[src/verilog/adcc_cfg.svh]
// adcc_cfg.svh: register indices, field positions, reset values and timing counts
// assumes a 25 MHz core clock and 32-bit apb data with one word per register
`ifndef ADCC_CFG_SVH
`define ADCC_CFG_SVH

// register indices; byte address is four times the index
`define ADCC_IDX_RESULT      8'h70
`define ADCC_IDX_CSR         8'h71
`define ADCC_IDX_IRQ_STAT    8'h72
`define ADCC_IDX_IRQ_MASK    8'h73

// control/status fields
`define ADCC_CSR_DONE_BIT    7
`define ADCC_CSR_RSVD6_BIT   6
`define ADCC_CSR_PWR_BIT     5
`define ADCC_CSR_ZERO_BIT    4
`define ADCC_CSR_RSVD3_BIT   3
`define ADCC_CSR_CH_MSB      2
`define ADCC_CSR_CH_LSB      0

// interrupt status/mask fields
`define ADCC_IRQ_OVR_BIT     0
`define ADCC_IRQ_SETTLE_BIT  1

// reset values
`define ADCC_RESULT_RST      8'h00
`define ADCC_CSR_RST         8'h00
`define ADCC_IRQ_RST         8'h00

// timing
`define ADCC_CLK_PERIOD_NS   40
`define ADCC_CONV_CYC        64
`define ADCC_SAMPLE_CYC      32
`define ADCC_BIT_CYC         4
`define ADCC_STAB_TIME_US    30
`define ADCC_STAB_CYC        ((`ADCC_STAB_TIME_US * 1000) / `ADCC_CLK_PERIOD_NS)

`endif

[src/verilog/adcc_pkg.sv]
// adcc_pkg: types shared by the converter control files
// assumes nothing beyond a systemverilog compiler
package adcc_pkg;

   typedef enum logic [1:0] {
      SEQ_IDLE,
      SEQ_SAMPLE,
      SEQ_TRIAL
   } adcc_seq_state_t;

   typedef logic [7:0] adcc_byte_t;

endpackage

[src/verilog/adcc_top.sv]
// adcc_top: apb register slave and control of an 8-bit sar converter
// assumes the analog core drives compHigh asynchronously and follows dacCode
//
// Summary of operation
// - the done flag in bit 7 of the control register is set at completion, cleared by reading the result or writing the control register.
// - while the done flag reads 1 the result register holds a completed conversion.
// - control bit 4 always reads 0.
// - control bit 5 powers the converter on when 1 and off when 0, under software control only.
// - control bits 2 to 0 pick analog input 0 to 7 in plain binary.
// - the number of implemented inputs is a parameter that bounds the valid channel codes.
// - the result register is read-only, 8 bits, holding the latest conversion.
// - reset clears the control and result registers.
// - a powered converter converts the selected channel back to back.
// - a control register write aborts the running conversion, clears the flag and starts anew if it writes bit 5 as 1.
// - a conversion takes 64 clocks, the first 31.5 of them sampling; the code rounds sampling up to 32.
// - completion raises no interrupt; software polls the flag.
//
// The APB register port was left to the implementer.
`timescale 1ns/100ps
`default_nettype none
`include "adcc_cfg.svh"

module adcc_top #(
   parameter int NUM_INPUTS = 8,
   parameter int STAB_CYC   = `ADCC_STAB_CYC
) (
   input  wire logic        core_clk,
   input  wire logic        rst,
   input  wire logic        psel,
   input  wire logic        penable,
   input  wire logic        pwrite,
   input  wire logic [11:0] paddr,
   input  wire logic [31:0] pwdata,
   output var  logic [31:0] prdata,
   output var  logic        pready,
   output var  logic        pslverr,
   input  wire logic        compHigh,
   output var  logic        convPowerOn,
   output var  logic [2:0]  convChannel,
   output var  logic        convSample,
   output var  logic [7:0]  dacCode,
   output var  logic        irq
);

   logic                 compMeta_r;
   logic                 compSync_r;
   logic                 pready_r;
   logic                 pslverr_r;
   logic [31:0]          prdata_r;
   adcc_pkg::adcc_byte_t rdSnap_r;
   adcc_pkg::adcc_byte_t rdByte;
   logic                 done_r;
   logic                 pwr_r;
   logic [2:0]           ch_r;
   adcc_pkg::adcc_byte_t result_r;
   adcc_pkg::adcc_byte_t irqStat_r;
   adcc_pkg::adcc_byte_t irqStat_nxt;
   adcc_pkg::adcc_byte_t irqMask_r;
   adcc_pkg::adcc_byte_t events;
   logic                 irq_r;
   logic [15:0]          stabCnt_r;
   logic                 settled_r;
   logic                 seqDone;
   logic                 seqSample;
   adcc_pkg::adcc_byte_t seqDac;
   adcc_pkg::adcc_byte_t seqResult;
   logic                 setupPh;
   logic                 accessPh;
   logic                 hitRes;
   logic                 hitCsr;
   logic                 hitStat;
   logic                 hitMask;
   logic                 mapped;
   logic                 csrWrite;
   logic                 maskWrite;
   logic                 resRead;
   logic                 statRead;
   logic                 convDone;
   logic                 settleEvt;
   logic                 doneSnap_r;
   logic                 seqEnable;
   logic [5:0]           gapCnt_r;
   logic                 gapOk_r;

   localparam logic [15:0] STAB_LAST = 16'(STAB_CYC - 1);
   localparam logic [5:0]  GAP_LAST  = 6'(`ADCC_CONV_CYC - 2);

   function automatic logic hitReg(input logic [11:0] a, input logic [7:0] idx);
      return a == {2'b00, idx, 2'b00};
   endfunction

   function automatic logic chanOk(input logic [2:0] c);
      return 32'(c) < NUM_INPUTS;
   endfunction

   // comparator comes from the analog side, so two flops before use
   always_ff @(posedge core_clk) begin
      if (rst) begin
         compMeta_r <= 1'b0;
         compSync_r <= 1'b0;
      end else begin
         compMeta_r <= compHigh;
         compSync_r <= compMeta_r;
      end
   end

   assign setupPh   = psel && !penable;
   assign accessPh  = psel && penable && pready_r;
   assign hitRes    = hitReg(paddr, `ADCC_IDX_RESULT);
   assign hitCsr    = hitReg(paddr, `ADCC_IDX_CSR);
   assign hitStat   = hitReg(paddr, `ADCC_IDX_IRQ_STAT);
   assign hitMask   = hitReg(paddr, `ADCC_IDX_IRQ_MASK);
   assign mapped    = hitRes || hitCsr || hitStat || hitMask;
   assign csrWrite  = accessPh && pwrite && hitCsr;
   assign maskWrite = accessPh && pwrite && hitMask;
   assign resRead   = accessPh && !pwrite && hitRes;
   assign statRead  = accessPh && !pwrite && hitStat;

   always_comb begin
      rdByte = 8'h00;
      if (hitRes) begin
         rdByte = result_r;
      end else if (hitCsr) begin
         rdByte[`ADCC_CSR_DONE_BIT] = done_r;
         rdByte[`ADCC_CSR_PWR_BIT]  = pwr_r;
         rdByte[`ADCC_CSR_ZERO_BIT] = 1'b0;
         rdByte[`ADCC_CSR_CH_MSB:`ADCC_CSR_CH_LSB] = ch_r;
      end else if (hitStat) begin
         rdByte = irqStat_r;
      end else if (hitMask) begin
         rdByte = irqMask_r;
      end
   end

   // answer always one access cycle; read data frozen at setup
   always_ff @(posedge core_clk) begin
      if (rst) begin
         pready_r  <= 1'b0;
         pslverr_r <= 1'b0;
         prdata_r  <= 32'h0000_0000;
         rdSnap_r  <= 8'h00;
         doneSnap_r <= 1'b0;
      end else begin
         pready_r <= setupPh;
         if (setupPh) begin
            pslverr_r <= !mapped;
            prdata_r  <= {24'h00_0000, rdByte};
            rdSnap_r  <= rdByte;
            doneSnap_r <= done_r;
         end else if (accessPh) begin
            pslverr_r <= 1'b0;
         end
      end
   end

   // reserved bits are not stored; writes there are dropped
   always_ff @(posedge core_clk) begin
      if (rst) begin
         pwr_r <= 1'(`ADCC_CSR_RST >> `ADCC_CSR_PWR_BIT);
         ch_r  <= 3'h0;
      end else if (csrWrite) begin
         pwr_r <= pwdata[`ADCC_CSR_PWR_BIT];
         if (chanOk(pwdata[`ADCC_CSR_CH_MSB:`ADCC_CSR_CH_LSB])) begin
            ch_r <= pwdata[`ADCC_CSR_CH_MSB:`ADCC_CSR_CH_LSB];
         end
      end
   end

   // written power bit reaches the sequencer at once, so sampling starts next cycle
   assign seqEnable = csrWrite ? pwdata[`ADCC_CSR_PWR_BIT] : pwr_r;

   adcc_sar_seq u_seq (
      .core_clk   (core_clk),
      .rst        (rst),
      .enable     (seqEnable),
      .restart    (csrWrite),
      .compHigh   (compSync_r),
      .sampling_r (seqSample),
      .dac_r      (seqDac),
      .res_r      (seqResult),
      .done_r     (seqDone)
   );

   // an aborting write in the completion cycle wins: that result is discarded
   assign convDone = seqDone && !csrWrite;

   always_ff @(posedge core_clk) begin
      if (rst) begin
         done_r <= 1'b0;
      end else if (csrWrite) begin
         done_r <= 1'b0;
      end else if (convDone) begin
         done_r <= 1'b1;
      end else if (resRead && doneSnap_r) begin
         done_r <= 1'b0;
      end
   end

   always_ff @(posedge core_clk) begin
      if (rst) begin
         result_r <= `ADCC_RESULT_RST;
      end else if (convDone) begin
         result_r <= seqResult;
      end
   end

   // stabilisation is only reported; conversions run meanwhile
   always_ff @(posedge core_clk) begin
      if (rst || !pwr_r) begin
         stabCnt_r <= 16'h0000;
         settled_r <= 1'b0;
      end else if (!settled_r) begin
         stabCnt_r <= stabCnt_r + 16'h0001;
         settled_r <= stabCnt_r == STAB_LAST;
      end
   end

   assign settleEvt = pwr_r && !settled_r && stabCnt_r == STAB_LAST;

   // completion itself is never an interrupt source, only overrun and settling
   always_comb begin
      events = 8'h00;
      events[`ADCC_IRQ_OVR_BIT]    = convDone && done_r;
      events[`ADCC_IRQ_SETTLE_BIT] = settleEvt;
      irqStat_nxt = irqStat_r;
      if (statRead) begin
         irqStat_nxt = irqStat_r & ~rdSnap_r;
      end
      irqStat_nxt = irqStat_nxt | events;
   end

   always_ff @(posedge core_clk) begin
      if (rst) begin
         irqStat_r <= `ADCC_IRQ_RST;
         irqMask_r <= `ADCC_IRQ_RST;
         irq_r     <= 1'b0;
      end else begin
         irqStat_r <= irqStat_nxt;
         if (maskWrite) begin
            irqMask_r <= pwdata[7:0];
         end
         irq_r <= |(irqStat_nxt & (maskWrite ? pwdata[7:0] : irqMask_r));
      end
   end

   assign prdata      = prdata_r;
   assign pready      = pready_r;
   assign pslverr     = pslverr_r;
   assign convPowerOn = pwr_r;
   assign convChannel = ch_r;
   assign convSample  = seqSample;
   assign dacCode     = seqDac;
   assign irq         = irq_r;

   // cycles since the last completion; a control register write or power off spoils the count
   always_ff @(posedge core_clk) begin
      if (rst || csrWrite || !pwr_r) begin
         gapCnt_r <= 6'h00;
         gapOk_r  <= 1'b0;
      end else if (seqDone) begin
         gapCnt_r <= 6'h00;
         gapOk_r  <= 1'b1;
      end else if (gapCnt_r != 6'h3F) begin
         gapCnt_r <= gapCnt_r + 6'h01;
      end
   end
endmodule // adcc_top
`default_nettype wire

[src/verilog/adcc_sar_seq.sv]
// adcc_sar_seq: sampling and successive-approximation sequencer
// assumes a synchronised comparator level, high when the input is at or above dacCode
`timescale 1ns/100ps
`default_nettype none
`include "adcc_cfg.svh"

module adcc_sar_seq (
   input  wire logic              core_clk,
   input  wire logic              rst,
   input  wire logic              enable,
   input  wire logic              restart,
   input  wire logic              compHigh,
   output var  logic              sampling_r,
   output var  adcc_pkg::adcc_byte_t dac_r,
   output var  adcc_pkg::adcc_byte_t res_r,
   output var  logic              done_r
);

   adcc_pkg::adcc_seq_state_t state_r;
   logic [5:0]                cnt_r;
   logic [2:0]                bitIdx;

   localparam logic [5:0] SAMPLE_LAST = 6'(`ADCC_SAMPLE_CYC - 1);
   localparam logic [5:0] CONV_LAST   = 6'(`ADCC_CONV_CYC - 1);
   localparam logic [1:0] BIT_LAST    = 2'(`ADCC_BIT_CYC - 1);

   // four cycles per bit after a 32-cycle sample, msb first
   function automatic logic [2:0] trialBit(input logic [5:0] c);
      return 3'h7 - c[4:2];
   endfunction

   assign bitIdx = trialBit(cnt_r);

   always_ff @(posedge core_clk) begin
      if (rst || !enable) begin
         state_r <= adcc_pkg::SEQ_IDLE;
         cnt_r   <= 6'h00;
      end else if (restart || state_r == adcc_pkg::SEQ_IDLE) begin
         state_r <= adcc_pkg::SEQ_SAMPLE;
         cnt_r   <= 6'h00;
      end else begin
         cnt_r <= cnt_r + 6'h01;
         unique case (state_r)
            adcc_pkg::SEQ_SAMPLE: if (cnt_r == SAMPLE_LAST) state_r <= adcc_pkg::SEQ_TRIAL;
            adcc_pkg::SEQ_TRIAL:  if (cnt_r == CONV_LAST) state_r <= adcc_pkg::SEQ_SAMPLE;
            adcc_pkg::SEQ_IDLE:   state_r <= adcc_pkg::SEQ_SAMPLE;
         endcase
      end
   end

   // sample phase rounded up to whole cycles
   always_ff @(posedge core_clk) begin
      if (rst || !enable) begin
         sampling_r <= 1'b0;
      end else begin
         sampling_r <= restart || state_r == adcc_pkg::SEQ_IDLE
                       || (state_r == adcc_pkg::SEQ_SAMPLE && cnt_r != SAMPLE_LAST)
                       || (state_r == adcc_pkg::SEQ_TRIAL && cnt_r == CONV_LAST);
      end
   end

   always_ff @(posedge core_clk) begin
      if (rst || !enable || restart) begin
         dac_r  <= 8'h00;
         done_r <= 1'b0;
      end else begin
         done_r <= 1'b0;
         if (state_r == adcc_pkg::SEQ_SAMPLE && cnt_r == SAMPLE_LAST) begin
            dac_r <= 8'h80;
         end else if (state_r == adcc_pkg::SEQ_TRIAL && cnt_r[1:0] == BIT_LAST) begin
            if (bitIdx != 3'h0) begin
               dac_r[bitIdx]        <= compHigh;
               dac_r[bitIdx - 3'h1] <= 1'b1;
            end else begin
               dac_r  <= 8'h00;
               done_r <= 1'b1;
            end
         end
      end
   end

   always_ff @(posedge core_clk) begin
      if (rst) begin
         res_r <= `ADCC_RESULT_RST;
      end else if (enable && !restart && state_r == adcc_pkg::SEQ_TRIAL
                   && cnt_r == CONV_LAST) begin
         res_r <= {dac_r[7:1], compHigh};
      end
   end
endmodule // adcc_sar_seq
`default_nettype wire

[config.mk]
export PLATFORM = sky130hd
export DESIGN_NAME = adcc_top
export DESIGN_NICKNAME = d
export VERILOG_FILES = /design/src/verilog/adcc_pkg.sv /design/src/verilog/adcc_top.sv /design/src/verilog/adcc_sar_seq.sv
export VERILOG_INCLUDE_DIRS = /design/src /design/src/verilog
export SDC_FILE = /design/constraint.sdc
export NUM_CORES = 1
export LEC_CHECK = 0
export ABC_AREA = 1
export CORE_MARGIN = 1
export CORE_UTILIZATION = 45
export CTS_CLUSTER_SIZE = 10
export DETAILED_ROUTE_END_ITERATION = 7
export DONT_BUFFER_PORTS = 1
export PLACE_DENSITY = 0.67
export SYNTH_ARGS = -nofsm -noshare
export SYNTH_HDL_FRONTEND = slang
export SYNTH_SLANG_ARGS = --single-unit
[constraint.sdc]
create_clock -name core_clk -period 1.65 [get_ports core_clk]
set_clock_uncertainty 0.2 [all_clocks]
set_input_delay 0.33 -clock core_clk [delete_from_list [all_inputs] [get_ports core_clk]]
set_output_delay 0.33 -clock core_clk [all_outputs]
set_load 0.01 [all_outputs]
Word level (Yosys, flattened, before mapping). Cells that the tools add are included.

$mul: 0. Add/sub/neg operators: 4. Magnitude comparators: 4. Div/mod/pow operators: 0. Reduce and logical (&&, ||, !) cells: 51. Bitwise gates (word level): 6. Shift operators: 0. Eq/ne operators: 15. Multiplexer cells: 29.

Operator list (number): $mux W8 (8); $eq A12 B9 Y1 const B (4); $logic_and A1 B1 Y1 (23); $add A16 B1 Y16 const B (1); $and A8 B8 Y8 (2); $eq A16 B10 Y1 const B (1); $mux W1 (13); $logic_or A1 B1 Y1 (9); $bwmux W8 (1); $lt A3 B4 Y1 const B (2); $not A8 Y8 (1); $or A8 B2 Y8 (1); $or A8 B8 Y8 (1); $reduce_or A8 Y1 (1); $logic_not A1 Y1 (7); $add A6 B1 Y6 const B (1); $demux W1 S3 (2); $eq A6 B5 Y1 const B (1); $eq A6 B6 Y1 const B (1); $ge A3 B1 Y1 const B (2); $mux W2 (3); $ne A6 B5 Y1 const B (1); $pmux W2 S3 (1); $reduce_bool A2 Y1 (3); 15 further kinds (19).

ROM bits: 0. Latch bits: 0. Memories: 0. Register bits after elaboration: 86. Word-level logic and storage cells: 132. Output and inout bits: 48. Input bits: 50. Memory bits (writable): 0.

Logic depth before layout (Yosys ltp).
Depth after elaboration: 10. Gate-level depth with buffers: 12. Gate-level depth less buffers: 11.

Hierarchy. From an unflattened synthesis, not the netlist that was laid out.

Cell total of the unflattened synthesis: 616. Area total of the unflattened synthesis: 4450.5 µm².

By module, submodules not included: adcc_top (instances 1, seq. area each 1201.2 µm², cells each 436, area an instance 3123.0 µm²); adcc_sar_seq (instances 1, seq. area each 520.5 µm², cells each 180, area an instance 1327.5 µm²).

Worst setup path before layout. Ideal clock, no wire load.

Path kind: flip-flop to flip-flop. From: reg u_seq.cnt_r[0]. To: reg u_seq.res_r[6]. Library setup time: 117 ps. Setup slack: -101 ps. Data arrival time: 1434 ps. Buffers on the path: 1. Cell stages (with the launch flop): 10. Cell sequence: dfxtp_1 ha_1 nand2_1 nor2_4 nand2_2 nor3_4 nand3_4 buf_6 o21ai_1 a21oi_1.

Longest elaborated chain between the ends: 2.

Ends and longest elaborated chain: from (decl) (RTL line adcc_sar_seq.sv:20) `logic [5:0] cnt_r;`; from (signal assigned) (RTL line adcc_sar_seq.sv:42) `cnt_r <= cnt_r + 6'h01;`; $eq A6 B6 Y1 (RTL line adcc_sar_seq.sv:86) `&& cnt_r == CONV_LAST) begin`; $logic_and A1 B1 Y1 (RTL line adcc_sar_seq.sv:86); to (signal assigned) (RTL line adcc_sar_seq.sv:84) `` res_r <= `ADCC_RESULT_RST; ``; to (signal assigned) (RTL line adcc_sar_seq.sv:87) `res_r <= {dac_r[7:1], compHigh};`; to (decl) (RTL line adcc_sar_seq.sv:15) `output var adcc_pkg::adcc_byte_t res_r,`.

Every way passes these cells. A chain may end at the register's enable or synchronous reset.

Worst setup path in the final report.
From: reg u_seq.cnt_r[2]. To: reg u_seq.res_r[3].

The elaborated chain is that of the path after synthesis.

==> results.rst <==
.. list-table::
   :header-rows: 1

   * - Metric
     - Value
   * - Sequential area share after synthesis
     - between 30 and 40%
   * - Smallest setup slack after layout
     - -0.0611 ns
   * - Number of buffers created by CTS
     - 9
   * - Pwr/cell area
     - between 600 and 700 mW/mm²
   * - Std cell rows
     - 35
   * - Slowest stage cell, crit path
     - sky130_fd_sc_hd__dfxtp_2
   * - Tightest Hold Check Type
     - input port to register
   * - Clock tree from TritonCTS
     - yes
   * - Starting utilization of the core area
     - between 40 and 50%
   * - Final standard cell utilization of the core
     - just under 60%
   * - Synth Flop Type
     - sky130_fd_sc_hd__dfxtp_1
   * - Number of buffer cells added on primary ports
     - 0
   * - Antenna diode instance count
     - 0
   * - Maximum fanout along the worst path
     - 8
   * - Fill count
     - 870
   * - Cell at the root of the clock tree
     - sky130_fd_sc_hd__clkbuf_8
   * - Hold Crit Start
     - rst
   * - Critical Path, Cell by Cell
     - ha_4 -> nand2_4 -> nor2_4 -> nand2_2 -> nor3_4 -> buf_6 -> nand3_4 -> o21ai_2 -> a21oi_2
   * - Die boundary width
     - 99.9 µm
   * - Worst hold slack
     - -0.164 ns
   * - Vias in the first global route
     - ~3700
   * - RePlAce Congestion
     - 0.907
   * - Height of the die
     - between 90 and 100 µm
   * - CP max stage delay
     - between 0.3 and 0.4 ns
   * - # setup viols final
     - 11
   * - Clk Latency, worst-skew pair
     - 0.36 ns
   * - Crit path capture type
     - register
   * - Post-synthesis async set-or-reset flop share
     - 0%
   * - Crit path time final
     - between 1.5 and 2 ns
   * - Post-DP HPWL
     - ~7500 µm
   * - Worst setup SP type
     - register
   * - Initial antenna violation count
     - 0
   * - Library cells used by synthesis
     - 43
   * - Syn Area/Cell
     - between 7 and 8 µm²
   * - Failing checks
     - hold timing, setup timing
   * - Register bit count reported by yosys
     - 86
   * - Unrepaired setup endpoints after global routing
     - true
   * - Number of synthesized flops with an enable pin
     - 0
   * - Total via count in the routed design
     - a little under 4000
   * - Final hold vios
     - 23
   * - Area growth from synthesis to final layout
     - 25.2%
   * - Maximum buffer depth of the clock tree
     - 2
   * - Number of hold-repair buffers added at the cts stage
     - 7
   * - Data required time of the critical path
     - between 1.5 and 2 ns
   * - Worst setup path startpoint
     - u_seq.cnt_r[2]
   * - Overall Global Routing Usage
     - 21.6%
   * - Arr. time, crit path
     - 1.77 ns
   * - Clock H-tree levels
     - 3
   * - Wire length of the first global-routing pass
     - around 17000 µm
   * - Number of maximum-capacitance constraint violations
     - 0
   * - Pin count of the biggest net entering global routing
     - 29
   * - Total Nets Final
     - slightly above 700
   * - Clock transition at path regs
     - about 0.080 ns
   * - Routed length per placed instance
     - 13.2 µm
   * - Post-detailed-route DRC marker count
     - 0
   * - Static leakage
     - about 2.1 nW
   * - RR Startpoint
     - u_seq.cnt_r[2]
   * - Outcome
     - finished with violations
   * - Synthesis warning total
     - 0
   * - WL final
     - 10500 µm
   * - Share of the clock period used by the worst path after layout
     - 104%
   * - Synthesized area
     - ~0.0043 mm²
   * - Critical Setup Path Class
     - register to register
   * - Share of cells above drive strength 1
     - between 20% and 30%
   * - Total number of clock tree sinks
     - 86
   * - DR iter-0 viols
     - about 120
   * - I/O pin count
     - 98
   * - Maximum vdd ir drop
     - between 300 and 400 µV
   * - Core box area
     - 0.00928 mm²
   * - Die Outline Area
     - around 0.01 mm²
   * - Detail-routed via count per cell
     - between 5 and 6
   * - Kind of cell with the highest combined delay on the critical path
     - simple AND/OR/NAND/NOR gates
   * - Number of routed nets with antenna violations
     - 0
   * - Pins over their slew limit
     - 0
   * - Maximum clock rate
     - slightly below 600 MHz
   * - Initial DRT Pass Iterations
     - 5
   * - Number of cells produced by synthesis
     - roughly 580
   * - Global-route congestion overflow total
     - 0
   * - Count of buffer and inverter cells on the critical path
     - 1
## routing by layer
layer / part of all wire, % / GRT usage [%] / vias up / routed length, µm
li1: - / - / 2046 / -
met1: 43 / 26.0 / 1819 / 4470
met2: 49 / 37.0 / 98 / 5180
met3: 6.2 / 6.69 / 12 / 645
met4: 1.6 / 6.22 / 0 / 165
met5: 0 / 0 / - / 0
## power breakdown
part           switching (mW)  total [mW]  internal [mW]
logic                  0.0966       0.147         0.0507
registers              0.0123        2.10           2.08
clock network           0.757        1.46          0.704
## final cells by class
cell class | instances | area [µm²] | area share, %
flip-flops and latches | 86 | 1730 | 32.1
clock buffers | 11 | 131 | 2.43
clock inverters | 5 | 58.8 | 1.09
well taps | 129 | 161 | 2.99
inverters | 69 | 267 | 4.94
multi-input cells | 405 | 2320 | 43.0
repair buffers | 85 | 728 | 13.5
## Yosys cell counts, types with 2 or more instances
library cell	n	area, µm²
sky130_fd_sc_hd__a31oi_1	6	37.5
sky130_fd_sc_hd__o21ai_1	21	105
sky130_fd_sc_hd__xor2_1	3	26.3
sky130_fd_sc_hd__nand4_1	26	163
sky130_fd_sc_hd__nor3_1	9	45.0
sky130_fd_sc_hd__dfxtp_1	86	1720
sky130_fd_sc_hd__a32oi_1	5	43.8
sky130_fd_sc_hd__nor3_2	3	30.0
sky130_fd_sc_hd__buf_4	26	195
sky130_fd_sc_hd__clkbuf_1	9	33.8
sky130_fd_sc_hd__nor3b_1	2	15.0
sky130_fd_sc_hd__o21ai_0	21	105
sky130_fd_sc_hd__nand2_1	87	327
sky130_fd_sc_hd__nand2_2	10	62.6
sky130_fd_sc_hd__inv_2	10	37.5
sky130_fd_sc_hd__o21ai_2	2	17.5
sky130_fd_sc_hd__ha_1	5	62.6
sky130_fd_sc_hd__nor2_4	5	56.3
sky130_fd_sc_hd__nand3_2	4	40.0
sky130_fd_sc_hd__a21oi_1	53	265
sky130_fd_sc_hd__nor2_2	7	43.8
sky130_fd_sc_hd__inv_1	57	214
sky130_fd_sc_hd__nor2_1	51	191
sky130_fd_sc_hd__buf_6	4	45.0
sky130_fd_sc_hd__nand3_1	42	210
sky130_fd_sc_hd__nand3_4	2	35.0
sky130_fd_sc_hd__xnor2_1	2	17.5
sky130_fd_sc_hd__nand3b_1	2	15.0
sky130_fd_sc_hd__a21oi_2	3	26.3
## cells by family after synthesis
| kind of cell | synth area share, % |
|---|---|
| other | 0.0869 |
| and+or+nand+nor | 29.9 |
| DFF | 39.9 |
| buffers and inverters | 12.9 |
| AOI/OAI and AO/OA | 14.8 |
| xor gates and xnor gates | 1.02 |
| adders and majority gates | 1.45 |
## registers in the layout (all words and copies together), names as in the netlist, 2 cells and up
register / flops
stabCnt_r: 16
u_seq.dac_r: 8
prdata: 8
convChannel: 3
u_seq.state_r: 2
result_r: 8
irqStat_r: 8
u_seq.res_r: 8
irqMask_r: 8
u_seq.cnt_r: 6
## worst reg2reg max path: stages, from the launching register on
cell                      delay [ns]
sky130_fd_sc_hd__dfxtp_2        0.37
sky130_fd_sc_hd__ha_4           0.18
sky130_fd_sc_hd__nand2_4        0.06
sky130_fd_sc_hd__nor2_4         0.08
sky130_fd_sc_hd__nand2_2        0.07
sky130_fd_sc_hd__nor3_4         0.15
sky130_fd_sc_hd__buf_6          0.14
sky130_fd_sc_hd__nand3_4        0.15
sky130_fd_sc_hd__o21ai_2        0.19
sky130_fd_sc_hd__a21oi_2        0.04
## placed cells by master (no fill, tap or decap), types with 5 or more instances in the layout
| master | netlist | routed |
|---|---|---|
| sky130_fd_sc_hd__dfxtp_1 | 86 | 77 |
| sky130_fd_sc_hd__o21ai_2 | 2 | 11 |
| sky130_fd_sc_hd__nand2_1 | 87 | 81 |
| sky130_fd_sc_hd__o21ai_1 | 21 | 15 |
| sky130_fd_sc_hd__nor2_2 | 7 | 8 |
| sky130_fd_sc_hd__nor3_1 | 9 | 7 |
| sky130_fd_sc_hd__a31oi_1 | 6 | 6 |
| sky130_fd_sc_hd__inv_1 | 57 | 56 |
| sky130_fd_sc_hd__nand3_1 | 42 | 41 |
| sky130_fd_sc_hd__a32oi_1 | 5 | 5 |
| sky130_fd_sc_hd__a21oi_1 | 53 | 52 |
| sky130_fd_sc_hd__o21ai_0 | 21 | 18 |
| sky130_fd_sc_hd__nor2_1 | 51 | 47 |
| sky130_fd_sc_hd__dlygate4sd3_1 | 0 | 7 |
| sky130_fd_sc_hd__conb_1 | 1 | 24 |
| sky130_fd_sc_hd__nand4_1 | 26 | 26 |
| sky130_fd_sc_hd__inv_2 | 10 | 10 |
| sky130_fd_sc_hd__buf_4 | 26 | 69 |
| sky130_fd_sc_hd__nand3_4 | 2 | 5 |
| sky130_fd_sc_hd__nor2_4 | 5 | 8 |
| sky130_fd_sc_hd__nand2_2 | 10 | 14 |
| sky130_fd_sc_hd__dfxtp_2 | 0 | 9 |
| sky130_fd_sc_hd__clkbuf_8 | 0 | 9 |
## stage by stage
step | cells | setup WS [ns] | TNS (ns) | power, mW | cell area [µm²]
2_1_floorplan | 600 | 0.000212 | 0 | 2.29 | 4430
3_3_place_gp | 755 | -0.108 | -1.85 | 2.27 | 4850
3_5_place_dp | 755 | -0.144 | -3.27 | 2.27 | 4850
4_1_cts | 784 | -0.0952 | -0.405 | 3.74 | 5250
5_1_grt | 790 | -0.176 | -1.95 | 3.85 | 5400
6_report | 790 | -0.0611 | -0.426 | 3.71 | 5400
## worst paths after layout
check | end | slack (ns) | depth (start not counted)
setup / recovery | u_seq.res_r[3] | -0.06 | 9
hold / removal | irqMask_r[5] | -0.16 | 1
setup reg to reg | u_seq.res_r[3] | -0.06 | 9
hold reg to reg | u_seq.res_r[4] | 0.25 | 2
## timing repair
item | CTS | global route
endpoints found under the setup margin | 32 | 41
resized for setup | 23 | 31
pin swaps | 8 | 22
buffers inserted | 5 | 6
hold endpoints to repair | 30 | 23
cloned | 1 | 0
(Power assumes the default switching activity.)
